### config.mk
export PLATFORM = sky130hd
export DESIGN_NAME = madc_port
export DESIGN_NICKNAME = d
export VERILOG_FILES = /design/src/madc_pkg.sv /design/src/madc_hpf.sv /design/src/madc_port.sv
export VERILOG_INCLUDE_DIRS = /design/src /design/src/src
export SDC_FILE = /design/constraint.sdc
export NUM_CORES = 1
export LEC_CHECK = 0
export ABC_AREA = 1
export ABC_CLOCK_PERIOD_IN_PS = 4250
export BUFFER_PORTS_ARGS = -buffer_cell sky130_fd_sc_hd__buf_2
export CAP_MARGIN = 20
export CORE_MARGIN = 3
export CORE_UTILIZATION = 51
export CTS_BUF_LIST = sky130_fd_sc_hd__clkbuf_8
export DETAILED_ROUTE_END_ITERATION = 8
export PLACE_DENSITY = 0.77
export SETUP_SLACK_MARGIN = 0.5
export SYNTH_ARGS = -nofsm -noshare
export SYNTH_HDL_FRONTEND = slang
export SYNTH_SLANG_ARGS = --single-unit
export TNS_END_PERCENT = 20
### constraint.sdc
create_clock -name sys_clk -period 4.25 [get_ports sys_clk]
set_input_delay 0.6375 -clock sys_clk [delete_from_list [all_inputs] [get_ports sys_clk]]
set_output_delay 0.6375 -clock sys_clk [all_outputs]
set_load 0.02 [all_outputs]
### src/madc_params.svh
`ifndef MADC_PARAMS_SVH
`define MADC_PARAMS_SVH

// ----------------------------------------------------------------------
// clock and timing
// ----------------------------------------------------------------------
`define MADC_CLK_NS 40
`define MADC_RST_MIN_NS 40
`define MADC_RST_MIN_CYC ((`MADC_RST_MIN_NS + `MADC_CLK_NS - 1) / `MADC_CLK_NS)
`define MADC_INIT_CYCLES 1024
`define MADC_PD_CYCLES 65536

// ----------------------------------------------------------------------
// serial frame layout
// ----------------------------------------------------------------------
`define MADC_WORD_BITS 24
`define MADC_FRAME_NORM 128
`define MADC_FRAME_DBL 64
`define MADC_WIDE_THRESH 96
`define MADC_HALF_DIV4 2
`define MADC_HALF_DIV8 4

// ----------------------------------------------------------------------
// high-pass filter
// ----------------------------------------------------------------------
`define MADC_HPF_SHIFT 13

`endif

### src/madc_pkg.sv
package madc_pkg;

    // ------------------------------------------------------------------
    // modes and states
    // ------------------------------------------------------------------
    typedef enum logic [1:0] {
        MADC_RATE_DBL,
        MADC_RATE_LOWPWR,
        MADC_RATE_HIPERF
    } madc_rate_e;

    typedef enum logic [2:0] {
        MADC_ST_WAIT_CLK,
        MADC_ST_INIT,
        MADC_ST_RUN,
        MADC_ST_HOLD,
        MADC_ST_PDOWN
    } madc_state_e;

    // ------------------------------------------------------------------
    // serial port pins
    // ------------------------------------------------------------------
    typedef struct packed {
        logic data;
        logic fs_out;
        logic fs_oe;
        logic bck_out;
        logic bck_oe;
    } madc_pins_s;

endpackage : madc_pkg

### src/madc_hpf.sv
`timescale 1ns/10ps
`include "madc_params.svh"

module madc_hpf import madc_pkg::*; #(
    parameter int W = `MADC_WORD_BITS,
    parameter int K = `MADC_HPF_SHIFT
) (
    // clock and reset
    input wire logic sys_clk,
    input wire logic sys_rst,
    // control
    input wire logic bypass,
    // sample in
    input wire logic in_valid,
    input wire logic signed [W-1:0] in_data,
    // sample out
    output logic out_valid_ff,
    output logic signed [W-1:0] out_data_ff
);

    localparam int AW = W + K + 2;
    localparam logic signed [AW-1:0] MAXV = AW'((1 << (W - 1)) - 1);
    localparam logic signed [AW-1:0] MINV = -AW'(1 << (W - 1));

    logic signed [AW-1:0] acc_ff, nxt_acc;
    logic signed [W-1:0] prev_ff, nxt_prev;
    logic signed [W-1:0] nxt_out;
    logic nxt_valid;
    logic signed [AW-1:0] diff;
    logic signed [AW-1:0] y;

    // ------------------------------------------------------------------
    // one-pole dc blocker, pole 1 - 2^-k
    // ------------------------------------------------------------------
    always_comb begin
        diff = AW'(in_data) - AW'(prev_ff);
        y = acc_ff >>> K;
        nxt_acc = acc_ff;
        nxt_prev = prev_ff;
        nxt_out = out_data_ff;
        nxt_valid = in_valid;
        if (in_valid) begin
            nxt_acc = acc_ff - (acc_ff >>> K) + (diff <<< K);
            nxt_prev = in_data;
            if (bypass) begin
                nxt_out = in_data;
            end else if (y > MAXV) begin
                nxt_out = MAXV[W-1:0];
            end else if (y < MINV) begin
                nxt_out = MINV[W-1:0];
            end else begin
                nxt_out = y[W-1:0];
            end
        end
    end

    always_ff @(posedge sys_clk) begin
        if (sys_rst) begin
            acc_ff <= '0;
            prev_ff <= '0;
            out_data_ff <= '0;
            out_valid_ff <= 1'b0;
        end else begin
            acc_ff <= nxt_acc;
            prev_ff <= nxt_prev;
            out_data_ff <= nxt_out;
            out_valid_ff <= nxt_valid;
        end
    end

endmodule : madc_hpf

### src/madc_port.sv
`timescale 1ns/10ps
`include "madc_params.svh"

module madc_port import madc_pkg::*; #(
    parameter int PD_CYCLES = `MADC_PD_CYCLES,
    parameter int INIT_CYCLES = `MADC_INIT_CYCLES
) (
    // clock and reset
    input wire logic sys_clk,
    input wire logic sys_rst,
    // device control pins
    input wire logic rst_pin_n,
    input wire logic clk_running,
    input wire logic master_sel,
    input wire madc_rate_e rate_sel,
    input wire logic highpass_disable,
    // samples from the decimator
    input wire logic sample_valid,
    input wire logic [`MADC_WORD_BITS-1:0] sample_data,
    // serial port
    input wire logic frame_sync_clock_in,
    input wire logic bit_clock_in,
    output madc_pins_s pins_ff,
    // status
    output logic init_done_ff,
    output logic power_down_ff
);

    localparam int WB = `MADC_WORD_BITS;
    localparam int PW = $clog2(PD_CYCLES + 1);
    localparam int IW = $clog2(INIT_CYCLES + 1);

    madc_state_e st_ff, nxt_st;
    logic [PW-1:0] low_cnt_ff, nxt_low_cnt;
    logic [IW-1:0] init_cnt_ff, nxt_init_cnt;
    logic rst_prev_ff, master_ff, nxt_master;

    // ------------------------------------------------------------------
    // reset, init and power-down sequencing
    // ------------------------------------------------------------------
    always_comb begin
        nxt_st = st_ff;
        nxt_low_cnt = low_cnt_ff;
        nxt_init_cnt = init_cnt_ff;
        nxt_master = master_ff;
        case (st_ff)
            MADC_ST_WAIT_CLK: begin
                if (clk_running) begin
                    nxt_st = MADC_ST_INIT;
                    nxt_init_cnt = '0;
                end
            end
            MADC_ST_INIT: begin
                nxt_init_cnt = init_cnt_ff + IW'(1);
                if (init_cnt_ff == IW'(INIT_CYCLES - 1)) begin
                    nxt_st = MADC_ST_RUN;
                end
            end
            MADC_ST_RUN: begin
            end
            MADC_ST_HOLD, MADC_ST_PDOWN: begin
                if (rst_pin_n && low_cnt_ff >= PW'(`MADC_RST_MIN_CYC)) begin
                    nxt_st = MADC_ST_INIT;
                    nxt_init_cnt = '0;
                end
            end
            default: nxt_st = MADC_ST_WAIT_CLK;
        endcase
        if (!rst_pin_n) begin
            if (low_cnt_ff != PW'(PD_CYCLES)) begin
                nxt_low_cnt = low_cnt_ff + PW'(1);
            end
            nxt_st = (nxt_low_cnt == PW'(PD_CYCLES)) ? MADC_ST_PDOWN : MADC_ST_HOLD;
        end else if (rst_prev_ff) begin
            nxt_low_cnt = '0;
        end
    end

    always_ff @(posedge sys_clk) begin
        if (sys_rst) begin
            st_ff <= MADC_ST_WAIT_CLK;
            low_cnt_ff <= '0;
            init_cnt_ff <= '0;
            rst_prev_ff <= 1'b1;
            master_ff <= master_sel;
        end else begin
            st_ff <= nxt_st;
            low_cnt_ff <= nxt_low_cnt;
            init_cnt_ff <= nxt_init_cnt;
            rst_prev_ff <= rst_pin_n;
            master_ff <= nxt_master;
        end
    end

    // ------------------------------------------------------------------
    // sample path through the high-pass filter
    // ------------------------------------------------------------------
    logic hpf_valid;
    logic [WB-1:0] hpf_data;
    logic [WB-1:0] word_ff, nxt_word;

    madc_hpf #(.W(WB), .K(`MADC_HPF_SHIFT)) u_hpf (
        .sys_clk(sys_clk),
        .sys_rst(sys_rst),
        .bypass(highpass_disable),
        .in_valid(sample_valid),
        .in_data(sample_data),
        .out_valid_ff(hpf_valid),
        .out_data_ff(hpf_data)
    );

    // ------------------------------------------------------------------
    // bit and frame timing
    // ------------------------------------------------------------------
    logic [2:0] div_ff, nxt_div;
    logic [7:0] bit_ff, nxt_bit;
    logic bck_prev_ff, fs_prev_ff, wide_ff, nxt_wide;
    logic [7:0] span_ff, nxt_span;
    logic [WB-1:0] shift_ff, nxt_shift;
    logic [4:0] left_ff, nxt_left;
    madc_pins_s nxt_pins;
    logic [2:0] half;
    logic [7:0] flen;
    logic clocks_on, bck_fall, start, invert, enable;

    always_comb begin
        nxt_word = hpf_valid ? hpf_data : word_ff;
        half = (rate_sel == MADC_RATE_LOWPWR) ? 3'(`MADC_HALF_DIV8) : 3'(`MADC_HALF_DIV4);
        flen = (rate_sel == MADC_RATE_DBL) ? 8'(`MADC_FRAME_DBL) : 8'(`MADC_FRAME_NORM - 1);
        if (rate_sel != MADC_RATE_DBL) begin
            flen = (master_ff && rate_sel == MADC_RATE_LOWPWR) ?
                8'(`MADC_FRAME_DBL) : 8'(`MADC_FRAME_NORM);
        end
        clocks_on = st_ff != MADC_ST_PDOWN && st_ff != MADC_ST_WAIT_CLK;
        invert = !master_ff && rate_sel == MADC_RATE_LOWPWR && wide_ff;
        nxt_pins = pins_ff;
        nxt_div = div_ff;
        nxt_bit = bit_ff;
        nxt_wide = wide_ff;
        nxt_shift = shift_ff;
        nxt_left = left_ff;
        nxt_span = span_ff;
        bck_fall = 1'b0;
        start = 1'b0;
        nxt_pins.fs_oe = master_ff;
        nxt_pins.bck_oe = master_ff;
        if (master_ff) begin
            if (!clocks_on) begin
                nxt_div = '0;
                nxt_pins.bck_out = 1'b0;
            end else if (div_ff == half - 3'd1) begin
                nxt_div = '0;
                nxt_pins.bck_out = !pins_ff.bck_out;
                bck_fall = pins_ff.bck_out;
            end else begin
                nxt_div = div_ff + 3'd1;
            end
            if (bck_fall) begin
                nxt_bit = (bit_ff == flen - 8'd1) ? 8'd0 : bit_ff + 8'd1;
                start = bit_ff == flen - 8'd1;
                nxt_pins.fs_out = nxt_bit < (flen >> 1);
            end
            if (!clocks_on) begin
                nxt_pins.fs_out = 1'b0;
                nxt_bit = flen - 8'd1;
            end
        end else begin
            nxt_pins.bck_out = 1'b0;
            nxt_pins.fs_out = 1'b0;
            bck_fall = clocks_on && bck_prev_ff && !bit_clock_in;
            if (bck_fall) begin
                start = (frame_sync_clock_in != fs_prev_ff) &&
                        (frame_sync_clock_in != invert);
                nxt_bit = (bit_ff == 8'hff) ? bit_ff : bit_ff + 8'd1;
                if (start) begin
                    nxt_bit = 8'd0;
                end
                // rise-to-rise count, independent of which edge opens a frame
                nxt_span = (span_ff == 8'hff) ? span_ff : span_ff + 8'd1;
                if (frame_sync_clock_in != fs_prev_ff && frame_sync_clock_in) begin
                    nxt_wide = span_ff >= 8'(`MADC_WIDE_THRESH - 1);
                    nxt_span = 8'd0;
                end
            end
        end
        // hiperf slave on a 64fs bit clock stays silent
        enable = st_ff == MADC_ST_RUN && rst_pin_n &&
                 !(!master_ff && rate_sel == MADC_RATE_HIPERF && !wide_ff);
        if (start) begin
            nxt_shift = {word_ff[WB-2:0], 1'b0};
            nxt_left = 5'(WB - 1);
            nxt_pins.data = enable & word_ff[WB-1];
        end else if (bck_fall) begin
            if (left_ff != 5'd0) begin
                nxt_pins.data = enable & shift_ff[WB-1];
                nxt_shift = {shift_ff[WB-2:0], 1'b0};
                nxt_left = left_ff - 5'd1;
            end else begin
                nxt_pins.data = 1'b0;
            end
        end
        if (!enable) begin
            nxt_pins.data = 1'b0;
        end
    end

    always_ff @(posedge sys_clk) begin
        if (sys_rst) begin
            word_ff <= '0;
            div_ff <= '0;
            bit_ff <= '0;
            bck_prev_ff <= 1'b0;
            fs_prev_ff <= 1'b0;
            wide_ff <= 1'b1;
            span_ff <= '0;
            shift_ff <= '0;
            left_ff <= '0;
            pins_ff <= '0;
            init_done_ff <= 1'b0;
            power_down_ff <= 1'b0;
        end else begin
            word_ff <= nxt_word;
            div_ff <= nxt_div;
            bit_ff <= nxt_bit;
            bck_prev_ff <= bit_clock_in;
            fs_prev_ff <= bck_fall ? frame_sync_clock_in : fs_prev_ff;
            wide_ff <= nxt_wide;
            span_ff <= nxt_span;
            shift_ff <= nxt_shift;
            left_ff <= nxt_left;
            pins_ff <= nxt_pins;
            init_done_ff <= nxt_st == MADC_ST_RUN;
            power_down_ff <= nxt_st == MADC_ST_PDOWN;
        end
    end
endmodule : madc_port

Word level (Yosys, flattened, before mapping)
Index checks and enable logic that the tools add are counted.
Widths: inputs -> output; s select.
{"block": "op_classes", "mux": 47, "n_reduce_logical": 37, "eq_ne": 24, "order_cmp": 5, "n_bitwise": 5, "addsub": 11}
{"cell": "$mux 24", "count": 6}
{"cell": "$mux 8", "count": 11}
{"cell": "$mux 17", "count": 4}
{"cell": "$add 39x39->39", "count": 1}
{"cell": "$sub 39x26->39", "count": 1}
{"cell": "$pmux 11 s3", "count": 1}
{"cell": "$gt 26x24->1 const B", "count": 1}
{"cell": "$lt 26x24->1 const B", "count": 1}
{"cell": "$sub 24x24->25", "count": 1}
{"cell": "$mux 3", "count": 8}
{"cell": "$mux 11", "count": 2}
{"cell": "$add 17x1->17 const B", "count": 1}
{"cell": "$eq 17x17->1 const B", "count": 1}
{"cell": "$ge 17x1->1 const B", "count": 1}
{"cell": "$ne 17x17->1 const B", "count": 1}
{"cell": "$add 8x1->8 const B", "count": 2}
{"cell": "$eq 8x8->1 const B", "count": 2}
{"cell": "$mux 5", "count": 3}
{"cell": "$logic_and 1x1->1", "count": 13}
{"cell": "$pmux 3 s4", "count": 1}
{"cell": "$reduce_and 3->1", "count": 4}
{"cell": "$add 11x1->11 const B", "count": 1}
{"cell": "$eq 11x10->1 const B", "count": 1}
{"cell": "$mux 1", "count": 10}
{"cell": "other kinds (30)", "count": 51}
{"block": "word_totals", "input_bits": 35, "output_inout_bits": 7, "elab_cells": 154, "ff_bits": 201}

Depth between registers and ports, before layout
Gate-level depths: netlist of run 1.
{"block": "depth", "depth_word": 11, "depth_mapped": 25, "ltp_nobuf": 25}

By module
A second synthesis of run 1 with hierarchy kept.
{"block": "hier_totals", "cells_unflattened": 2091, "hier_area_um2": 14017.2}
{"module": "madc_hpf", "cells_each": 1232, "seq_area_each_um2": 1761.7, "area_per_inst_um2": 8303.0, "instances": 1}
{"module": "madc_port", "cells_each": 859, "seq_area_each_um2": 2272.2, "area_per_inst_um2": 5714.2, "instances": 1}

Worst setup path after synthesis of run 1
Ideal clock, no wire load.
{"block": "synth_timing", "kind": "input port to flip-flop", "from": "input sample_data[0]", "to": "register u_hpf.acc_ff[38]", "path_buffers": 0, "t_arrival_ns": 4.014, "setup_slack_ns": 0.126, "t_required_ns": 4.140, "path_stages": 21, "cell_sequence": "inv_1 > ha_1 > fa_1 > o21ai_0 > nand4_1 > nand2_1 > a21oi_1 > o21bai_1 > xor2_1 > fa_1 > ha_1 > a21oi_1 > o21ai_0 > a21oi_1 > nor2_1 > nor3_1 > nand2_1 > nand2_1 > nand3_1 > nand2_1 > inv_1"}
{"block": "synth_via", "elab_chain_len": 2}
{"element": "start: declaration", "line": "madc_port.sv:19", "rtl": "input wire logic [`MADC_WORD_BITS-1:0] sample_data,"}
{"element": "$sub 24x24->25", "line": "madc_hpf.sv:36", "rtl": "diff = AW'(in_data) - AW'(prev_ff);"}
{"element": "$add 39x39->39", "line": "madc_hpf.sv:43", "rtl": "nxt_acc = acc_ff - (acc_ff >>> K) + (diff <<< K);"}
{"element": "end signal: assignment", "line": "madc_hpf.sv:64", "rtl": "acc_ff <= nxt_acc;"}
{"element": "end: declaration", "line": "madc_hpf.sv:25", "rtl": "logic signed [AW-1:0] acc_ff, nxt_acc;"}
No other way between the ends.
A chain may end at the register's enable or synchronous reset.

Worst setup path in the final report of run 1
{"block": "layout_timing", "from": "register u_hpf.prev_ff[9]", "to": "register u_hpf.acc_ff[38]"}
{"block": "layout_via", "elab_chain_len": 2}
{"element": "start: declaration", "line": "madc_hpf.sv:26", "rtl": "logic signed [W-1:0] prev_ff, nxt_prev;"}
{"element": "start signal: assignment", "line": "madc_hpf.sv:65", "rtl": "prev_ff <= nxt_prev;"}
{"element": "$sub 24x24->25", "line": "madc_hpf.sv:36"}
{"element": "$add 39x39->39", "line": "madc_hpf.sv:43"}
No other way between the ends.

==> run metrics, run 1 <==
status=finished, final reports clean; clock root cell=clkbuf_8; Max VDD drop=1000 uV; MaxCap Viol Count=0; first-pass GRT wire length=59.7 mm; full die area=approximately 28000 sq um; Avg Cell Area, Syn=just under 7 sq um; Async SR Flop Fraction=0; R2R cell count=22; final setup violation count=0; GP Congestion=just under 1; clock skew=approximately 0.067 ns; worst stage delay on the critical path=between 0.4 and 0.5 ns; H-tree Lvls=2; cell taking the most area after synthesis=dfxtp_1; proportion of layout cells with a drive suffix above 1=0.152; fin crit period=about 3.7 ns; crit end category=flop; largest net degree at the start of global routing=78; Reg clk slew, reported paths=0.06 ns; total core area=25400 sq um; Cell Chain, Critical Path=inv_1, ha_2, nand2_1, nor2_1, inv_1, o21bai_1, a21oi_2, buf_4, xnor2_1, fa_1, ha_1, nand2_4, nor2_4, buf_4, a21oi_2, nor2_1, nor3_2, nand2_1, nand2_1, nand3_1, nand2_1, inv_1; number of flops mapped to enable cells by yosys=1; pre-CTS setup slack=-0.0905 ns; drt first-iter violations=~1100; dpl hpwl=between 20 and 30 mm; Die W=167 um; Syn Inst Count=1946; Critical Path Fanout Max=4; Mapped Nets=roughly 2100; vias in the first global route=between 10000 and 15000; yosys warns=0; hold path depth=1; Final period util=0.869; area of placed instances=14100 sq um; TritonCTS clock tree=built; synth unique cells=54; Worst path slowest cell=fa_1; Reg-to-Reg Start=u_hpf.prev_ff[9]; P_leak=approximately 0.0068 uW; Worst EP arrival=between 4 and 5 ns; Mapped Area=between 10000 and 15000 sq um; vias per inst=5.60; Primary FF master, synth=dfxtp_1; Hold WC Path Type=input pin to flop; CP startpoint kind=flop; Final Hold Viols=0; Clock Path Buffers=3; synth cell count leaders=nand2_1, a21oi_1, inv_1; vias post-DR=13300; slew margin rel.=0.311; initial antenna violation count=0; wirelength, routed=between 30 and 40 mm; RSZ-0062 raised after global routing=yes; CP Class=flop to flop; row count=between 50 and 60; FF+latch count, synth=201; total grt overflow=0; Area contributors post-synth=dfxtp_1, nand2_1, a21oi_1; Setup TNS Final=0 ns; DRC viols=0; # hold bufs at CTS=0; area growth from synthesis to layout=17.1%; Worst-Margin Slew=1.03 ns; Die Y=167 um; number of CTS-inserted buffers=37; IO Port Bufs=41; Yosys top cell area share=0.302; CTS sink count=around 200; setup ws final=roughly 0.56 ns; # diodes=0; Required @ worst endpoint=around 4.7 ns; Initial Utilization=0.523; ANT nets after route=0; IO Pins=42; Crit path top cell by count=nand2_1; Seq/Total Area, Yosys=0.304; post-route cell area=roughly 16000 sq um; worst skew pair latency=roughly 0.58 ns; GRT Total Usage=0.254; final slew viol count=0; power per cell area=891 nW/um^2; maximum clock rate=0.271 GHz; WL per Instance=approximately 16 um; most frequent cell after synthesis=nand2_1; First-pass DRT Iterations=6; Overall Power=13900 uW; min-delay src=master_sel; fin nets=about 2200; crit path from=u_hpf.prev_ff[9]
## sequential cells by signal, summed over array words and instances (netlist names), 3 cells and up
register           flops
bit_ff                 8
div_ff                 3
init_cnt_ff           11
left_ff                5
low_cnt_ff            17
pins_ff                4
shift_ff              23
span_ff                8
st_ff                  3
u_hpf.acc_ff          39
u_hpf.out_data_ff     24
u_hpf.prev_ff         24
word_ff               24
## path summary, 6_finish.rpt
| kind | end | slack, ns |
|---|---|---|
| min reg2reg | word_ff[1] | 0.46 |
| max | u_hpf.acc_ff[38] | 0.56 |
| min | master_ff | 0.27 |
| max reg2reg | u_hpf.acc_ff[38] | 0.56 |
## through the flow
step | util | cells | hold WS, ns
after detailed placement | 0.555 | 2299 | 0.449
final | 0.612 | 2375 | 0.271
after global routing | 0.612 | 2375 | 0.244
after floorplan | - | 1946 | 0.434
after global placement | 0.555 | 2299 | 0.444
after CTS | 0.592 | 2367 | 0.248
## report_power, final
group	internal, uW	switching, uW
combinational	3850	5720
clock	1030	874
sequential	2150	230
## layout make-up
type / count / area, sq um
fillers: 2275 / 9850
multi-input cells: 1431 / 8760
flip-flops and latches: 201 / 4040
inverters: 249 / 935
repair buffers: 98 / 648
clock buffers: 45 / 619
well taps: 330 / 413
clock inverters: 21 / 135
## placed cells by master (no fill, tap or decap), types with 5 or more instances in the layout
cell type    n
nand2_1    329
inv_1      245
a21oi_1    217
nor2_1     202
dfxtp_1    199
o21ai_0    163
nand3_1     94
ha_1        63
buf_4       57
clkbuf_8    45
buf_2       40
xor2_1      32
o211ai_1    27
a21oi_2     26
fa_1        26
nor2_2      23
o21ai_1     20
ha_4        20
nand4_1     19
nor3_1      19
xnor2_1     16
inv_2       14
nand2_2     11
nor3_2      10
o21ai_2      8
nand3b_1     7
nor2_4       7
a31oi_1      7
a21oi_4      6
o21a_1       5
o21bai_1     5
or2_2        5
## worst max-delay path: cells and delay by family (launching register included)
family | cells | cell delay, ns
adder cells (fa/ha/maj) | 3 | 1.29
AND/OR/NAND/NOR | 10 | 0.88
buffers and inverters | 5 | 0.45
AO/OA/AOI/OAI | 3 | 0.38
flip-flops | 1 | 0.35
XOR/XNOR | 1 | 0.19
## cell families after synthesis
kind of cell,Yosys count,synth area share
DFF,201,0.304
xor gates and xnor gates,56,0.0370
AOI/OAI and AO/OA,516,0.210
adders and majority gates,114,0.123
buffers and inverters,314,0.0919
and+or+nand+nor,745,0.235
## repair_timing
item                                    CTS  global route
endpoints found under the setup margin   12            20
hold endpoints to repair                  0             0
pin swaps                                15            61
buffers inserted                          2             8
resized for setup                        28           109
## routing by layer
layer  up-vias  wire length [um]  GRT usage  part of all wire
li1       6615                 -          -                 -
met1      6077             16800      0.346              0.44
met2       510             17000      0.407              0.45
met3        98              2750     0.0434             0.072
met4         0              1380     0.0921             0.036
met5         -                 0          0                 0
No activity file was read; power rests on OpenSTA's default activity.
==> inputs of run 2 (changes only) <==
--- a/config.mk
+++ b/config.mk
@@ -18,5 +18,6 @@
 export SETUP_SLACK_MARGIN = 0.5
 export SYNTH_ARGS = -nofsm -noshare
 export SYNTH_HDL_FRONTEND = slang
+export SYNTH_HIERARCHICAL = 1
 export SYNTH_SLANG_ARGS = --single-unit
 export TNS_END_PERCENT = 20
==> run 2 against run 1 <==
  * Total power grew 0.96%
  * Routed wire length is 7.1% higher
  * Combinational power barely moved
  * Sequential share of layout area shrank 1.8 points
  * Clock-buffer cell count is the same
  * Non-clock buffer count increased by 32
  * Critical path type unchanged
==> run metrics, run 2 <==
status=finished, final reports clean (unchanged); Avg Cell Area, Syn=6.70 sq um (was 6.82 sq um); worst skew pair latency=0.55 ns (was 0.58 ns); CP startpoint kind=flop (unchanged); synth unique cells=61 (was 54); Die Y=172 um (was 167 um); Yosys top cell area share=0.286 (was 0.302); final slew viol count=0 (unchanged); vias in the first global route=13029 (was 12185); Critical Path Fanout Max=4 (unchanged); most frequent cell after synthesis=nand2_1 (unchanged); vias post-DR=14155 (was 13300); GP Congestion=0.965 (was 0.986); number of flops mapped to enable cells by yosys=1 (unchanged); Max VDD drop=1210 uV (was 1000 uV); ANT nets after route=0 (unchanged); synth cell count leaders=nand2_1, inv_1, nor2_1 (was nand2_1, a21oi_1, inv_1); slew margin rel.=0.371 (was 0.311); leading cell type in the layout, fill and taps excluded=nand2_1 (unchanged); Required @ worst endpoint=4.68 ns (was 4.67 ns); Syn Inst Count=2091 (was 1946); switching pwr=6830 uW (was 6820 uW); proportion of layout cells with a drive suffix above 1=0.192 (was 0.152); Seq/Total Area, Yosys=0.288 (was 0.304); full die area=29500 sq um (was 28000 sq um); Die W=172 um (was 167 um); fin cells=2565 (was 2375); hold slack=0.287 ns (was 0.271 ns); cell taking the most area after synthesis=dfxtp_1 (unchanged); TritonCTS clock tree=built (unchanged); P_leak=0.00743 uW (was 0.00678 uW); maximum clock rate=0.267 GHz (was 0.271 GHz); power per cell area=838 nW/um^2 (was 891 nW/um^2); Clock Path Buffers=3 (unchanged); mux cell area share after synthesis=0 (unchanged); Final Hold Viols=0 (unchanged); dpl hpwl=29.1 mm (was 27.2 mm); number of CTS-inserted buffers=38 (was 37); IO Pins=42 (unchanged); Primary FF master, synth=dfxtp_1 (unchanged); MaxCap Viol Count=0 (unchanged); fin crit period=3.75 ns (was 3.69 ns); Mapped Area=14000 sq um (was 13300 sq um); FF+latch count, synth=201 (unchanged); Initial Utilization=0.520 (was 0.523); clock network fraction of total power=0.149 (was 0.137); row count=60 (was 58); # hold bufs at CTS=0 (unchanged); Synth Area in Compound Gates=0.189 (was 0.210); total core area=27000 sq um (was 25400 sq um); Worst-Margin Slew=0.944 ns (was 1.03 ns); area growth from synthesis to layout=19.1% (was 17.1%); Comb power frac=0.682 (was 0.691); switching share of power=0.488 (was 0.492); First-pass DRT Iterations=6 (unchanged); Reg2Reg Setup Slack=0.50 ns (was 0.56 ns); Flop pwr share=0.169 (was 0.172); XOR/XNOR Fraction of Synth Area=0.0362 (was 0.0370); Post-Synth Simple-Gate Area=0.274 (was 0.235); # diodes=0 (unchanged); fin nets=2344 (was 2167); GRT Total Usage=0.261 (was 0.254); adder-cell share of the synthesized area=0.117 (was 0.123); max reg flops=39 (unchanged); Power Internal=7160 uW (was 7040 uW); yosys warns=6 (was 0); Reg clk slew, reported paths=0.06 ns (about the same); Worst EP arrival=4.18 ns (was 4.12 ns); final setup violation count=0 (unchanged); largest family of logic cells by synthesized area=simple AND/OR/NAND/NOR gates (unchanged); crit end category=flop (unchanged); WL per Instance=15.8 um (was 16.0 um); most frequent cells in the layout=nand2_1, inv_1, nor2_1, dfxtp_1, a21oi_1 (was nand2_1, inv_1, a21oi_1, nor2_1, dfxtp_1); Area contributors post-synth=dfxtp_1, nand2_1, ha_1 (was dfxtp_1, nand2_1, a21oi_1); CTS sink count=201 (unchanged); first-pass GRT wire length=62.7 mm (was 59.7 mm); # fillers=2419 (was 2275); Final period util=0.882 (was 0.869); CP Class=flop to flop (unchanged); DRC viols=0 (unchanged); IO Port Bufs=41 (unchanged); Mapped Nets=2241 (was 2095); initial antenna violation count=1 (was 0); Setup TNS Final=0 ns (unchanged); area of placed instances=14900 sq um (was 14100 sq um); H-tree Lvls=2 (unchanged); DP Cell Count=2481 (was 2299); Hold WC Path Type=input pin to flop (unchanged); drt first-iter violations=1111 (was 1090); vias per inst=5.52 (was 5.60); post-route cell area=16700 sq um (was 15500 sq um); clock skew=0.0166 ns (was 0.0671 ns); total grt overflow=0 (unchanged); wirelength, routed=40.6 mm (was 37.9 mm); largest net degree at the start of global routing=81 (was 78); Async SR Flop Fraction=0 (unchanged); clock root cell=clkbuf_8 (unchanged); RSZ-0062 raised after global routing=yes (unchanged); Biggest register=u_hpf/acc_ff (was u_hpf.acc_ff)
run 2: cell types whose count changed after synthesis, sizes merged, moves of 6 or more:
cell and change:
o211ai -22, nand2 +147, inv +22, a21oi -32, a31oi +6, o21ai -6, o21bai +20, or2 +7
run 2: worst paths after layout:
kind | from | end | depth (start not counted)
worst max-delay path | u_hpf/prev_ff[0] | u_hpf/acc_ff[22] | 19
worst min-delay path | master_sel | master_ff | 1
worst max register to register | u_hpf/prev_ff[0] | u_hpf/acc_ff[22] | 19
worst min register to register | u_hpf/out_data_ff[1] | u_hpf/out_data_ff[1] | 2
run 2: layout make-up:
class	count	area [sq um]	share of cell area
Clock inverter	25	221	0.0133
Timing Repair Buffer	130	873	0.0523
Sequential cell	201	4040	0.242
Clock buffer	45	619	0.0371
Multi-Input combinational cell	1553	9510	0.569
Inverter	270	1020	0.0608
Tap cell	341	427	0.0256
run 2: worst max-delay path, stage by stage, from the launching register on:
cell     delay, ns
dfxtp_2       0.33
ha_4          0.16
fa_2          0.35
inv_2         0.08
nand2_2       0.05
nand2_2       0.07
and2_4        0.16
a21oi_4       0.06
buf_4         0.14
xor2_1        0.25
fa_1          0.46
inv_1         0.07
ha_2          0.30
a21oi_2       0.17
o21ai_0       0.16
a21oi_1       0.21
nand3_2       0.15
xor2_1        0.18
o21ai_1       0.19
inv_1         0.08
run 2: power groups by stage:
stage               sequential (uW)  clock (uW)  combinational [uW]
finish                         2360        2090                9540
global route                   2390        2220               10400
CTS                            2350        2140                8100
detailed placement             2390           0                7980
global placement               2380           0                7890
floorplan                      2320           0                5430
run 2: layer usage:
layer | vias to the layer above | share of wire | global-route usage
met2 | 463 | 0.47 | 0.447
met5 | - | 0.00042 | 0
met3 | 143 | 0.064 | 0.0476
met4 | 2 | 0.045 | 0.108
met1 | 6527 | 0.42 | 0.323
li1 | 7020 | - | -
run 2: kinds of logic after synthesis:
family	Yosys count
buffers and inverters	337
AOI/OAI and AO/OA	481
adders and majority gates	115
xor gates and xnor gates	58
and+or+nand+nor	899
DFF	201
run 2: repair_timing:
item,in CTS,in global routing
pin swaps,1,63
hold endpoints to repair,0,0
setup endpoints to repair,9,21
buffers inserted,0,13
gates resized for setup,9,173
run 2: metrics by stage:
stage | utilization | power (uW) | worst slack [ns]
3_3_place_gp | 0.554 | 10300 | -0.0179
2_1_floorplan | - | 7750 | 0.485
4_1_cts | 0.586 | 12600 | 0.467
3_5_place_dp | 0.554 | 10400 | -0.0786
6_report | 0.620 | 14000 | 0.500
5_1_grt | 0.620 | 15000 | 0.308
